File: config.mk
export PLATFORM = sky130hd
export DESIGN_NAME = pse_event_regs
export DESIGN_NICKNAME = d
export VERILOG_FILES = /design/src/verilog/pse_regs_pkg.sv /design/src/verilog/event_latch.sv /design/src/verilog/pse_event_regs.sv
export SDC_FILE = /design/constraint.sdc
export NUM_CORES = 1
export LEC_CHECK = 0
export BUFFER_PORTS_ARGS = -buffer_cell sky130_fd_sc_hd__buf_2
export CORE_UTILIZATION = 55
export DETAILED_ROUTE_END_ITERATION = 6
export PLACE_DENSITY_LB_ADDON = 0.05
export SLEW_MARGIN = 20
export SYNTH_ARGS = -nofsm -noshare
export SYNTH_HDL_FRONTEND = slang
export SYNTH_HIERARCHICAL = 1
export SYNTH_SLANG_ARGS = --single-unit
File: constraint.sdc
create_clock -name clk_sys -period 2 [get_ports clk_sys]
set_input_delay 0.1 -clock clk_sys [delete_from_list [all_inputs] [get_ports clk_sys]]
set_output_delay 0.1 -clock clk_sys [all_outputs]
set_load 0.005 [all_outputs]
File: src/verilog/pse_regs_pkg.sv
// Register map, field layout and carriers for the quad port event/status bank
package pse_regs_pkg;

   // Register addresses
   localparam logic [7:0] ADDR_INT_SUMMARY  = 8'h00;
   localparam logic [7:0] ADDR_INT_MASK     = 8'h01;
   localparam logic [7:0] ADDR_PWR_EVT      = 8'h02;
   localparam logic [7:0] ADDR_PWR_EVT_CLR  = 8'h03;
   localparam logic [7:0] ADDR_DET_EVT      = 8'h04;
   localparam logic [7:0] ADDR_DET_EVT_CLR  = 8'h05;
   localparam logic [7:0] ADDR_FLT_EVT      = 8'h06;
   localparam logic [7:0] ADDR_FLT_EVT_CLR  = 8'h07;
   localparam logic [7:0] ADDR_START_EVT    = 8'h08;
   localparam logic [7:0] ADDR_START_EVT_CLR = 8'h09;
   localparam logic [7:0] ADDR_SUP_EVT      = 8'h0A;
   localparam logic [7:0] ADDR_SUP_EVT_CLR  = 8'h0B;
   localparam logic [7:0] ADDR_PORT1_RESULT = 8'h0C;
   localparam logic [7:0] ADDR_PORT4_RESULT = 8'h0F;
   localparam logic [7:0] ADDR_PWR_STATUS   = 8'h10;
   localparam logic [7:0] ADDR_STRAP_LEVELS = 8'h11;
   localparam logic [7:0] ADDR_PORT_MODE    = 8'h12;
   localparam logic [7:0] ADDR_LOW_CUR_EN   = 8'h13;
   localparam logic [7:0] ADDR_DET_CLASS_EN = 8'h14;
   localparam logic [7:0] ADDR_FAULT_TIMER  = 8'h16;
   localparam logic [7:0] ADDR_MISC_CFG     = 8'h17;
   localparam logic [7:0] ADDR_RESET_PB     = 8'h1A;

   // Reset values
   localparam logic [7:0] EVENT_RESET    = 8'h00;
   localparam logic [7:0] MASK_RESET     = 8'h00;
   localparam logic [7:0] MODE_RESET     = 8'h00;
   localparam logic [7:0] CFG_RESET      = 8'h00;
   localparam logic [7:0] MISC_RESET     = 8'h80;
   localparam logic [7:0] RESULT_RESET   = 8'h00;

   // Field positions
   localparam int MISC_INT_EN_BIT   = 7;
   localparam int RSTPB_CLR_ALL_BIT = 7;
   localparam int RSTPB_RELEASE_BIT = 6;
   localparam int SUP_VEE_UV_BIT    = 4;
   localparam int SUP_VDD_UV_BIT    = 5;
   localparam int SUP_TEMP_BIT      = 7;
   localparam int TMR_DIS_LSB       = 0;
   localparam int TMR_OVERCURRENT_LIMIT_LSB      = 2;
   localparam int TMR_START_LSB     = 4;
   localparam int RESULT_CLASS_LSB  = 4;
   localparam int STRAP_AUTO_BIT    = 0;
   localparam int STRAP_ADDR_LSB    = 2;

   // Summary bit layout
   localparam int SUM_PWR_EN   = 0;
   localparam int SUM_PWR_GOOD = 1;
   localparam int SUM_DET_DONE = 2;
   localparam int SUM_CLS_DONE = 3;
   localparam int SUM_OVERCURRENT_LIMIT     = 4;
   localparam int SUM_START    = 5;
   localparam int SUM_DISCON   = 6;
   localparam int SUM_SUPPLY   = 7;

   // Port mode encoding
   localparam logic [1:0] MODE_SHUTDOWN = 2'h0;
   localparam logic [1:0] MODE_MANUAL   = 2'h1;
   localparam logic [1:0] MODE_SEMI     = 2'h2;
   localparam logic [1:0] MODE_AUTO     = 2'h3;

   // Strap start-up sequence
   typedef enum logic [1:0] {
      STRAP_SETTLE_A,
      STRAP_SETTLE_B,
      STRAP_LOAD,
      STRAP_DONE
   } strap_state_t;

   // Reports from the per-port analog engines, same clock domain
   typedef struct packed {
      logic [3:0]      pwr_on;       // switch state
      logic [3:0]      pwr_good;     // drop low and start-up complete
      logic [3:0]      det_done;     // pulse per finished detection
      logic [3:0]      class_done;   // pulse per finished classification
      logic [3:0][2:0] det_result;
      logic [3:0][2:0] class_result;
      logic [3:0]      overcurrent_limit_fault;   // still over limit at window end
      logic [3:0]      start_fault;
      logic [3:0]      low_current;  // under hold level past delay
      logic            vee_undervoltage_lockout;
      logic            vdd_undervoltage_lockout;
      logic            over_temp;
   } engine_report_t;

   // Controls handed to the per-port engines
   typedef struct packed {
      logic [7:0] port_mode;
      logic [3:0] disc_en;
      logic [3:0] det_en;
      logic [3:0] class_en;
      logic [3:0] det_run;          // one-cycle manual run
      logic [3:0] class_run;
      logic [3:0] remove_power;     // turn-off order, high one clock after each cycle of its cause
      logic [1:0] disconnect_delay;
      logic [1:0] overcurrent_window;
      logic [1:0] startup_window;
   } engine_ctrl_t;

endpackage : pse_regs_pkg

File: src/verilog/event_latch.sv
// Sticky eight-bit event register with clear-after-read alias support
module event_latch
   import pse_regs_pkg::*;
(
   // Clock and reset
   input  wire logic       clk_sys,
   input  wire logic       sys_rst,
   // Events and clear
   input  wire logic [7:0] set_in,
   input  wire logic       clr,
   // Latched value
   output logic      [7:0] value_q
);

   // Set wins over clear so an event on the clearing edge survives
   always_ff @(posedge clk_sys) begin
      if (sys_rst) begin
         value_q <= EVENT_RESET;
      end else begin
         value_q <= (clr ? EVENT_RESET : value_q) | set_in;
      end
   end

endmodule : event_latch

File: src/verilog/pse_event_regs.sv
// Event, status and configuration register bank of a four-port power controller
// Functional notes
// - Unmasked summary bit rising from 0 to 1 asserts the alert line.
// - Summary bits are ORs of event bits, read only, cleared via events or reset.
// - Mask gates summary onto alert; summary itself ignores the mask.
// - Power events latch on enable change (3:0) and good change (7:4).
// - Alias one address up reads same value and clears the event register.
// - Detect events latch on detection done (3:0), classification done (7:4).
// - Detect event means idle in manual, results valid in other modes.
// - Fault events latch on overcurrent window (3:0) and disconnect (7:4).
// - Start-up events latch per port in 3:0; upper bits read zero.
// - Supply events: bit4 negative UV, bit5 logic UV, bit7 thermal.
// - Port result holds detect 2:0 and class 6:4, cleared at power off.
// - Power status shows switch state and sticky power-good until off.
// - Strap status shows live autostart at bit0, address straps bits 2-5.
// - Port mode loads sampled autostart strap at power-up only.
// - Disconnect enable lets low current past delay remove port power.
// - Detect/class enable bits; in manual mode a set bit runs one cycle.
// - Timing bits select delays; overcurrent at window end turns port off.
// - Modes: 00 shutdown, 01 manual, 10 semiautomatic, 11 automatic.
// - Misc bit 7, set at reset, enables alert and alert response.
// - Reset pushbutton bit 7 releases alert and clears events and summary.
module pse_event_regs
   import pse_regs_pkg::*;
(
   // Clock and reset
   input  wire logic           clk_sys,
   input  wire logic           sys_rst,
   // Register access from the serial bus engine
   input  wire logic [7:0]     reg_addr,
   input  wire logic           reg_wr,
   input  wire logic [7:0]     reg_wdata,
   input  wire logic           reg_rd,
   output logic      [7:0]     reg_rdata_q,
   output logic                reg_rvalid_q,
   output logic                alert_resp_en_q,
   // Port engines
   input  wire engine_report_t eng_rpt,
   output engine_ctrl_t        eng_ctrl_q,
   // Strap pins
   input  wire logic           auto_strap,
   input  wire logic [3:0]     bus_addr_straps,
   // Open-drain alert pin
   input  wire logic           alert_i,
   output logic                alert_o_q,
   output logic                alert_oe_q
);

   // OR of a four-bit port group
   function automatic logic any_of(input logic [3:0] v);
      return |v;
   endfunction : any_of

   // Address match for one register, used for write and read strobes
   function automatic logic hit(input logic [7:0] a, input logic [7:0] target);
      return a == target;
   endfunction : hit

   logic [7:0]   mask_q;
   logic [7:0]   misc_q;
   logic [7:0]   mode_q;
   logic [3:0]   disc_en_q;
   logic [7:0]   det_class_en_q;
   logic [7:0]   timer_sel_q;
   logic [3:0]   pwr_on_q;
   logic [3:0]   pwr_good_q;
   logic [3:0]   pwr_on_prev_q;
   logic [3:0]   pwr_good_prev_q;
   logic [7:0]   result_q [4];
   logic [7:0]   summary_d;
   logic [7:0]   summary_q;
   logic [7:0]   pending_q;
   logic [4:0]   strap_meta_q;
   logic [4:0]   strap_sync_q;
   strap_state_t strap_state_q;
   logic [7:0]   pwr_evt_set;
   logic [7:0]   det_evt_set;
   logic [7:0]   flt_evt_set;
   logic [7:0]   start_evt_set;
   logic [7:0]   sup_evt_set;
   logic [7:0]   pwr_evt_q;
   logic [7:0]   det_evt_q;
   logic [7:0]   flt_evt_q;
   logic [7:0]   start_evt_q;
   logic [7:0]   sup_evt_q;
   logic         clr_all;
   logic         release_pin;
   logic [3:0]   discon_now;
   logic [3:0]   manual_port;

   // Pushbutton decode; the pushbutton register itself stores nothing
   assign clr_all     = reg_wr && hit(reg_addr, ADDR_RESET_PB)
                        && reg_wdata[RSTPB_CLR_ALL_BIT];
   assign release_pin = reg_wr && hit(reg_addr, ADDR_RESET_PB)
                        && reg_wdata[RSTPB_RELEASE_BIT];

   // Removal only where the enable allows it
   assign discon_now = eng_rpt.low_current & disc_en_q;

   // Ports currently in manual mode
   always_comb begin
      for (int p = 0; p < 4; p++) begin
         manual_port[p] = (mode_q[2*p +: 2] == MODE_MANUAL);
      end
   end

   // Event sources
   assign pwr_evt_set   = {pwr_good_q ^ pwr_good_prev_q, pwr_on_q ^ pwr_on_prev_q};
   assign det_evt_set   = {eng_rpt.class_done, eng_rpt.det_done};
   assign flt_evt_set   = {discon_now, eng_rpt.overcurrent_limit_fault};
   assign start_evt_set = {4'h0, eng_rpt.start_fault};
   always_comb begin
      sup_evt_set                 = 8'h00;
      sup_evt_set[SUP_VEE_UV_BIT] = eng_rpt.vee_undervoltage_lockout;
      sup_evt_set[SUP_VDD_UV_BIT] = eng_rpt.vdd_undervoltage_lockout;
      sup_evt_set[SUP_TEMP_BIT]   = eng_rpt.over_temp;
   end

   // Sticky event registers; alias read or clear-all wipes them
   event_latch u_pwr_evt (
      .clk_sys (clk_sys),
      .sys_rst (sys_rst),
      .set_in  (pwr_evt_set),
      .clr     (clr_all || (reg_rd && hit(reg_addr, ADDR_PWR_EVT_CLR))),
      .value_q (pwr_evt_q)
   );
   event_latch u_det_evt (
      .clk_sys (clk_sys),
      .sys_rst (sys_rst),
      .set_in  (det_evt_set),
      .clr     (clr_all || (reg_rd && hit(reg_addr, ADDR_DET_EVT_CLR))),
      .value_q (det_evt_q)
   );
   event_latch u_flt_evt (
      .clk_sys (clk_sys),
      .sys_rst (sys_rst),
      .set_in  (flt_evt_set),
      .clr     (clr_all || (reg_rd && hit(reg_addr, ADDR_FLT_EVT_CLR))),
      .value_q (flt_evt_q)
   );
   event_latch u_start_evt (
      .clk_sys (clk_sys),
      .sys_rst (sys_rst),
      .set_in  (start_evt_set),
      .clr     (clr_all || (reg_rd && hit(reg_addr, ADDR_START_EVT_CLR))),
      .value_q (start_evt_q)
   );
   event_latch u_sup_evt (
      .clk_sys (clk_sys),
      .sys_rst (sys_rst),
      .set_in  (sup_evt_set),
      .clr     (clr_all || (reg_rd && hit(reg_addr, ADDR_SUP_EVT_CLR))),
      .value_q (sup_evt_q)
   );

   // Summary is a pure OR of latched events, never written, mask-free
   always_comb begin
      summary_d               = 8'h00;
      summary_d[SUM_PWR_EN]   = any_of(pwr_evt_q[3:0]);
      summary_d[SUM_PWR_GOOD] = any_of(pwr_evt_q[7:4]);
      summary_d[SUM_DET_DONE] = any_of(det_evt_q[3:0]);
      summary_d[SUM_CLS_DONE] = any_of(det_evt_q[7:4]);
      summary_d[SUM_OVERCURRENT_LIMIT]     = any_of(flt_evt_q[3:0]);
      summary_d[SUM_START]    = any_of(start_evt_q[3:0]);
      summary_d[SUM_DISCON]   = any_of(flt_evt_q[7:4]);
      summary_d[SUM_SUPPLY]   = |sup_evt_q;
   end

   // Registered summary, also the reference for rising-edge detection
   always_ff @(posedge clk_sys) begin
      if (sys_rst) begin
         summary_q <= EVENT_RESET;
      end else begin
         summary_q <= summary_d;
      end
   end

   // Per-bit alert arming: a rising unmasked bit arms, a release disarms;
   // once released the bit must fall and rise again to re-arm
   always_ff @(posedge clk_sys) begin
      if (sys_rst) begin
         pending_q <= EVENT_RESET;
      end else if (release_pin || clr_all) begin
         pending_q <= EVENT_RESET;
      end else begin
         pending_q <= (pending_q & summary_d) | (summary_d & ~summary_q & mask_q);
      end
   end

   // Open-drain alert: drive low while any armed bit is still unmasked
   always_ff @(posedge clk_sys) begin
      if (sys_rst) begin
         alert_oe_q <= 1'b0;
         alert_o_q  <= 1'b0;
      end else begin
         alert_oe_q <= |(pending_q & mask_q) && misc_q[MISC_INT_EN_BIT];
         alert_o_q  <= 1'b0;
      end
   end

   // Alert-response participation follows the enable bit
   always_ff @(posedge clk_sys) begin
      if (sys_rst) begin
         alert_resp_en_q <= MISC_RESET[MISC_INT_EN_BIT];
      end else begin
         alert_resp_en_q <= misc_q[MISC_INT_EN_BIT];
      end
   end

   // Straps come from pins: two flops before anything reads them
   always_ff @(posedge clk_sys) begin
      strap_meta_q <= {bus_addr_straps, auto_strap};
      strap_sync_q <= strap_meta_q;
   end

   // Power-up sequence waits for the synchroniser, then samples autostart
   always_ff @(posedge clk_sys) begin
      if (sys_rst) begin
         strap_state_q <= STRAP_SETTLE_A;
      end else begin
         case (strap_state_q)
            STRAP_SETTLE_A: strap_state_q <= STRAP_SETTLE_B;
            STRAP_SETTLE_B: strap_state_q <= STRAP_LOAD;
            STRAP_LOAD:     strap_state_q <= STRAP_DONE;
            STRAP_DONE:     strap_state_q <= STRAP_DONE;
            default:        strap_state_q <= STRAP_SETTLE_A;
         endcase
      end
   end

   // Mode register: strap only seeds it, software owns it afterwards
   always_ff @(posedge clk_sys) begin
      if (sys_rst) begin
         mode_q <= MODE_RESET;
      end else if (strap_state_q == STRAP_LOAD) begin
         mode_q <= {8{strap_sync_q[STRAP_AUTO_BIT]}};
      end else if (reg_wr && hit(reg_addr, ADDR_PORT_MODE)) begin
         mode_q <= reg_wdata;
      end
   end

   // Plain read/write configuration
   always_ff @(posedge clk_sys) begin
      if (sys_rst) begin
         mask_q         <= MASK_RESET;
         misc_q         <= MISC_RESET;
         disc_en_q      <= CFG_RESET[3:0];
         det_class_en_q <= CFG_RESET;
         timer_sel_q    <= CFG_RESET;
      end else if (reg_wr) begin
         if (hit(reg_addr, ADDR_INT_MASK)) begin
            mask_q <= reg_wdata;
         end
         if (hit(reg_addr, ADDR_MISC_CFG)) begin
            misc_q <= reg_wdata & MISC_RESET;
         end
         if (hit(reg_addr, ADDR_LOW_CUR_EN)) begin
            disc_en_q <= reg_wdata[3:0];
         end
         if (hit(reg_addr, ADDR_DET_CLASS_EN)) begin
            det_class_en_q <= reg_wdata;
         end
         if (hit(reg_addr, ADDR_FAULT_TIMER)) begin
            timer_sel_q <= {2'h0, reg_wdata[5:0]};
         end
      end
   end

   // Power state tracking; power-good sticks until the switch opens
   always_ff @(posedge clk_sys) begin
      if (sys_rst) begin
         pwr_on_q        <= CFG_RESET[3:0];
         pwr_good_q      <= CFG_RESET[3:0];
         pwr_on_prev_q   <= CFG_RESET[3:0];
         pwr_good_prev_q <= CFG_RESET[3:0];
      end else begin
         pwr_on_q        <= eng_rpt.pwr_on;
         pwr_good_q      <= (pwr_good_q | eng_rpt.pwr_good) & eng_rpt.pwr_on;
         pwr_on_prev_q   <= pwr_on_q;
         pwr_good_prev_q <= pwr_good_q;
      end
   end

   // Results freeze while powered and vanish once power is gone
   always_ff @(posedge clk_sys) begin
      if (sys_rst) begin
         for (int p = 0; p < 4; p++) begin
            result_q[p] <= RESULT_RESET;
         end
      end else begin
         for (int p = 0; p < 4; p++) begin
            if (pwr_on_prev_q[p] && !pwr_on_q[p]) begin
               result_q[p] <= RESULT_RESET;
            end else if (!pwr_on_q[p]) begin
               if (eng_rpt.det_done[p]) begin
                  result_q[p][2:0] <= eng_rpt.det_result[p];
               end
               if (eng_rpt.class_done[p]) begin
                  result_q[p][RESULT_CLASS_LSB +: 3] <= eng_rpt.class_result[p];
               end
            end
         end
      end
   end

   // Controls to the port engines; manual runs fire once per written one
   always_ff @(posedge clk_sys) begin
      if (sys_rst) begin
         eng_ctrl_q <= '0;
      end else begin
         eng_ctrl_q.port_mode          <= mode_q;
         eng_ctrl_q.disc_en            <= disc_en_q;
         eng_ctrl_q.det_en             <= det_class_en_q[3:0] & ~manual_port;
         eng_ctrl_q.class_en           <= det_class_en_q[7:4] & ~manual_port;
         eng_ctrl_q.det_run            <= (reg_wr && hit(reg_addr, ADDR_DET_CLASS_EN))
                                          ? reg_wdata[3:0] & manual_port : 4'h0;
         eng_ctrl_q.class_run          <= (reg_wr && hit(reg_addr, ADDR_DET_CLASS_EN))
                                          ? reg_wdata[7:4] & manual_port : 4'h0;
         eng_ctrl_q.remove_power       <= discon_now | eng_rpt.overcurrent_limit_fault;
         eng_ctrl_q.disconnect_delay   <= timer_sel_q[TMR_DIS_LSB +: 2];
         eng_ctrl_q.overcurrent_window <= timer_sel_q[TMR_OVERCURRENT_LIMIT_LSB +: 2];
         eng_ctrl_q.startup_window     <= timer_sel_q[TMR_START_LSB +: 2];
      end
   end

   // Read port: data captured on the same edge the alias clears, so the
   // value returned is the one before the clear
   always_ff @(posedge clk_sys) begin
      if (sys_rst) begin
         reg_rdata_q  <= 8'h00;
         reg_rvalid_q <= 1'b0;
      end else begin
         reg_rvalid_q <= reg_rd;
         if (reg_rd) begin
            case (reg_addr)
               ADDR_INT_SUMMARY:                   reg_rdata_q <= summary_q;
               ADDR_INT_MASK:                      reg_rdata_q <= mask_q;
               ADDR_PWR_EVT, ADDR_PWR_EVT_CLR:     reg_rdata_q <= pwr_evt_q;
               ADDR_DET_EVT, ADDR_DET_EVT_CLR:     reg_rdata_q <= det_evt_q;
               ADDR_FLT_EVT, ADDR_FLT_EVT_CLR:     reg_rdata_q <= flt_evt_q;
               ADDR_START_EVT, ADDR_START_EVT_CLR: reg_rdata_q <= start_evt_q;
               ADDR_SUP_EVT, ADDR_SUP_EVT_CLR:     reg_rdata_q <= sup_evt_q;
               8'h0C, 8'h0D, 8'h0E, ADDR_PORT4_RESULT:
                  reg_rdata_q <= result_q[reg_addr[1:0]];
               ADDR_PWR_STATUS:   reg_rdata_q <= {pwr_good_q, pwr_on_q};
               ADDR_STRAP_LEVELS: reg_rdata_q <= {2'h0, strap_sync_q[4:1], 1'b0,
                                                  strap_sync_q[STRAP_AUTO_BIT]};
               ADDR_PORT_MODE:    reg_rdata_q <= mode_q;
               ADDR_LOW_CUR_EN:   reg_rdata_q <= {4'h0, disc_en_q};
               ADDR_DET_CLASS_EN: reg_rdata_q <= det_class_en_q;
               ADDR_FAULT_TIMER:  reg_rdata_q <= timer_sel_q;
               ADDR_MISC_CFG:     reg_rdata_q <= misc_q;
               default:           reg_rdata_q <= 8'h00; // Pushbuttons, gaps
            endcase
         end
      end
   end

endmodule : pse_event_regs

==> run metrics <==
top-level port count=131; path class of the lowest-slack min-delay path=input port to flip-flop; TritonCTS clock tree=built; post-synthesis to final-layout area growth=27.7%; net total in the final layout=1125; Resized cells post-CTS=0; total power divided by cell area=811 nW/um^2; part of the power in registers=50.3%; number of maximum-capacitance violations=0; Total Wirelength=24.1 mm; DIE HEIGHT=123 um; largest registers=eng_ctrl_q (38), result_q (24); Clock Pin Slew Worst Setup and Hold Paths=0.08 ns; first drt pass iteration count=6; floorplan core area=14000 sq um; share of final-layout standard cells stronger than drive strength 1=23.6%; final antenna-violating net count=0; sum of internal, switching and leakage power=8.32 mW; minimum setup slack after placement=0.156 ns; Clock Latency Late Sink=0.45 ns; total of warnings raised by yosys=6; routing usage on met2=55.1%; final non-filler cell total=1233; count of final setup violators=0; Setup TNS Final=0 ns; vias per cell=5.61; data arrival at the endpoint of the critical path=2.10 ns; vias=6923; count of input and output buffers=128; met3 Usage GRT=6.97%; post-synthesis register bit count=192; diode insertion count for antenna repair=0; hold-fix buffer count after cts=61; GR peak layer=met2; number of enable-type register cells in the synthesized netlist=24; Critical Path Source Type=flip-flop; final cycle utilization of the critical path=89.1%; longest individual stage delay on the worst path=0.50 ns; unrepaired setup endpoints after global routing=false; CTS buffer count=17; Initial Util=57.1%; maximum VDD drop=1.18 mV; Clk pwr share=40.0%; final global-route overflow total=0; library cells used by synthesis=66; initial drt markers=493; buffers inserted by post-CTS timing repair=0; most common cell type on the critical path=nand4_1; clock sink count=192; maximum level of the CTS H-tree=4; max reg flops=38; Crit path required time=2.32 ns; clock skew after layout=0.0139 ns; vias in the first global route=6758; count of final max-slew check failures=0; proportion of synthesized chip area in sequential cells=50.9%; time the final worst path needs with I/O delays and setup=1.78 ns; first-pass GRT wire length=36.8 mm; power spent charging and discharging nets=2.18 mW; x dimension of the die=123 um; number of standard-cell rows in the floorplan=43; final-layout worst hold slack=0.0129 ns; headroom to the max-slew limit=51.4%; RD Place Congestion=0.995; cell leakage power=4.56 nW; Placed Cells=1139; largest reg by FF count=eng_ctrl_q; initial antenna violation count=0; largest net degree at the start of global routing=43; number of remaining DRC errors=0; critical-path maximum fanout=1; die area=15100 sq um; met1 usage in global routing=43.5%; most frequently used flop master after synthesis=dfxtp_1; clk buf depth=2; Critical Setup Path Class=flip-flop to flip-flop; Tot GR Track Use=33.7%; final worst slack=0.219 ns; synthesized instance count=819; critical path capture point type=flip-flop; maximum clock frequency=0.561 GHz; transition time at the pin with the least slew margin=0.722 ns; fraction of synthesis flops using an asynchronous set or reset pin=0%; Final Hold Vio Count=0; clk root buf=clkbuf_16; drt wl/cell=19.6 um; internal power component=6.13 mW; status=finished, final reports clean; summed instance area of the synthesized netlist=8020 sq um; combinational fraction of design power=9.7%; switching share of total power=26.3%; estimated wirelength of the detail-placed design=17.4 mm; series of cell instances along the critical path=mux4_2, nand4_1, nand4_1, nor4_1, o21ai_0; mean instance size in the synthesized netlist=9.80 sq um; Slowest cell on crit path=mux4_2
-- synth_stat cells (6+ instances only) --
cell type	n	area, sq um
nor3_1	9	45.0
a22oi_1	8	60.1
a21oi_1	53	265
mux4_2	6	135
nor2_1	81	304
dfxtp_1	168	3360
a21oi_2	15	131
nand3_1	12	60.1
inv_1	58	218
nor2b_1	39	244
nand4_1	14	87.6
mux2_2	9	101
mux2i_1	36	360
nand2b_1	40	250
o21ai_0	27	135
edfxtp_1	24	721
and2_1	29	181
nor4_1	11	68.8
and3_1	26	163
a32oi_1	8	70.1
clkbuf_1	18	67.6
nand2_1	32	120
-- placed cells by master (no fill, tap or decap), types with 10 or more instances in the layout --
cell type / n
dfxtp_1: 168
buf_2: 127
nor2_1: 81
dlygate4sd3_1: 62
inv_1: 58
a21oi_1: 53
buf_4: 43
nand2b_1: 40
nor2b_1: 39
mux2i_1: 36
nand2_1: 32
and2_1: 29
o21ai_0: 27
and3_1: 26
edfxtp_1: 24
clkbuf_16: 17
a21oi_2: 15
nand4_1: 14
nand3_1: 12
nor4_1: 11
conb_1: 10
-- critical path, delay by kind of cell, from the launching register on --
kind            cells  cell delay [ns]
simple gates        3             0.61
mux                 1             0.50
compound gates      1             0.12
flops               1             0.42
-- power by group through the flow --
stage	combinational (mW)	sequential (mW)	clock (mW)
2_1_floorplan	0.424	4.21	0
3_3_place_gp	0.666	4.26	0
3_5_place_dp	0.686	4.26	0
4_1_cts	0.781	4.18	3.34
5_1_grt	0.876	4.20	3.54
6_report	0.806	4.18	3.33
-- through the flow --
stage,utilization (%),instance area [sq um]
after floorplan,-,8060
after global placement,64.4,9050
after detailed placement,64.4,9050
after CTS,72.9,10200
after global routing,73.0,10200
final,73.0,10200
-- layout make-up --
| class | count | area [sq um] |
|---|---|---|
| clock buffers | 18 | 439 |
| clock inverters | 14 | 143 |
| well taps | 180 | 225 |
| inverters | 58 | 218 |
| fillers | 1021 | 3790 |
| flip-flops and latches | 192 | 4080 |
| multi-input cells | 537 | 3520 |
| repair buffers | 234 | 1620 |
-- logic make-up after synthesis --
group	count (synthesis)	share of synthesized area, %
muxes	51	7.44
and+or+nand+nor	317	22.5
other	1	0.0467
xor gates and xnor gates	4	0.437
adders and majority gates	4	0.624
DFF	192	50.9
buffers and inverters	99	5.64
AOI/OAI and AO/OA	151	12.4
-- per-layer routing --
layer / wire length, um / share of wire (%) / vias up
li1: - / - / 3273
met1: 10400 / 43 / 3301
met2: 11500 / 48 / 297
met3: 1580 / 6.6 / 52
met4: 690 / 2.9 / 0
met5: 0 / 0 / -
-- path summary, 6_finish.rpt --
kind / from / to / slack, ns / cells after the start
max: result_q[2][0] / reg_rdata_q[0] / 0.22 / 5
max reg2reg: result_q[2][0] / reg_rdata_q[0] / 0.22 / 5
min: eng_rpt[15] / result_q[0][3] / 0.01 / 2
min reg2reg: strap_meta_q[4] / strap_sync_q[4] / 0.33 / 0
Note: power is estimated with default switching activity, not from simulation.
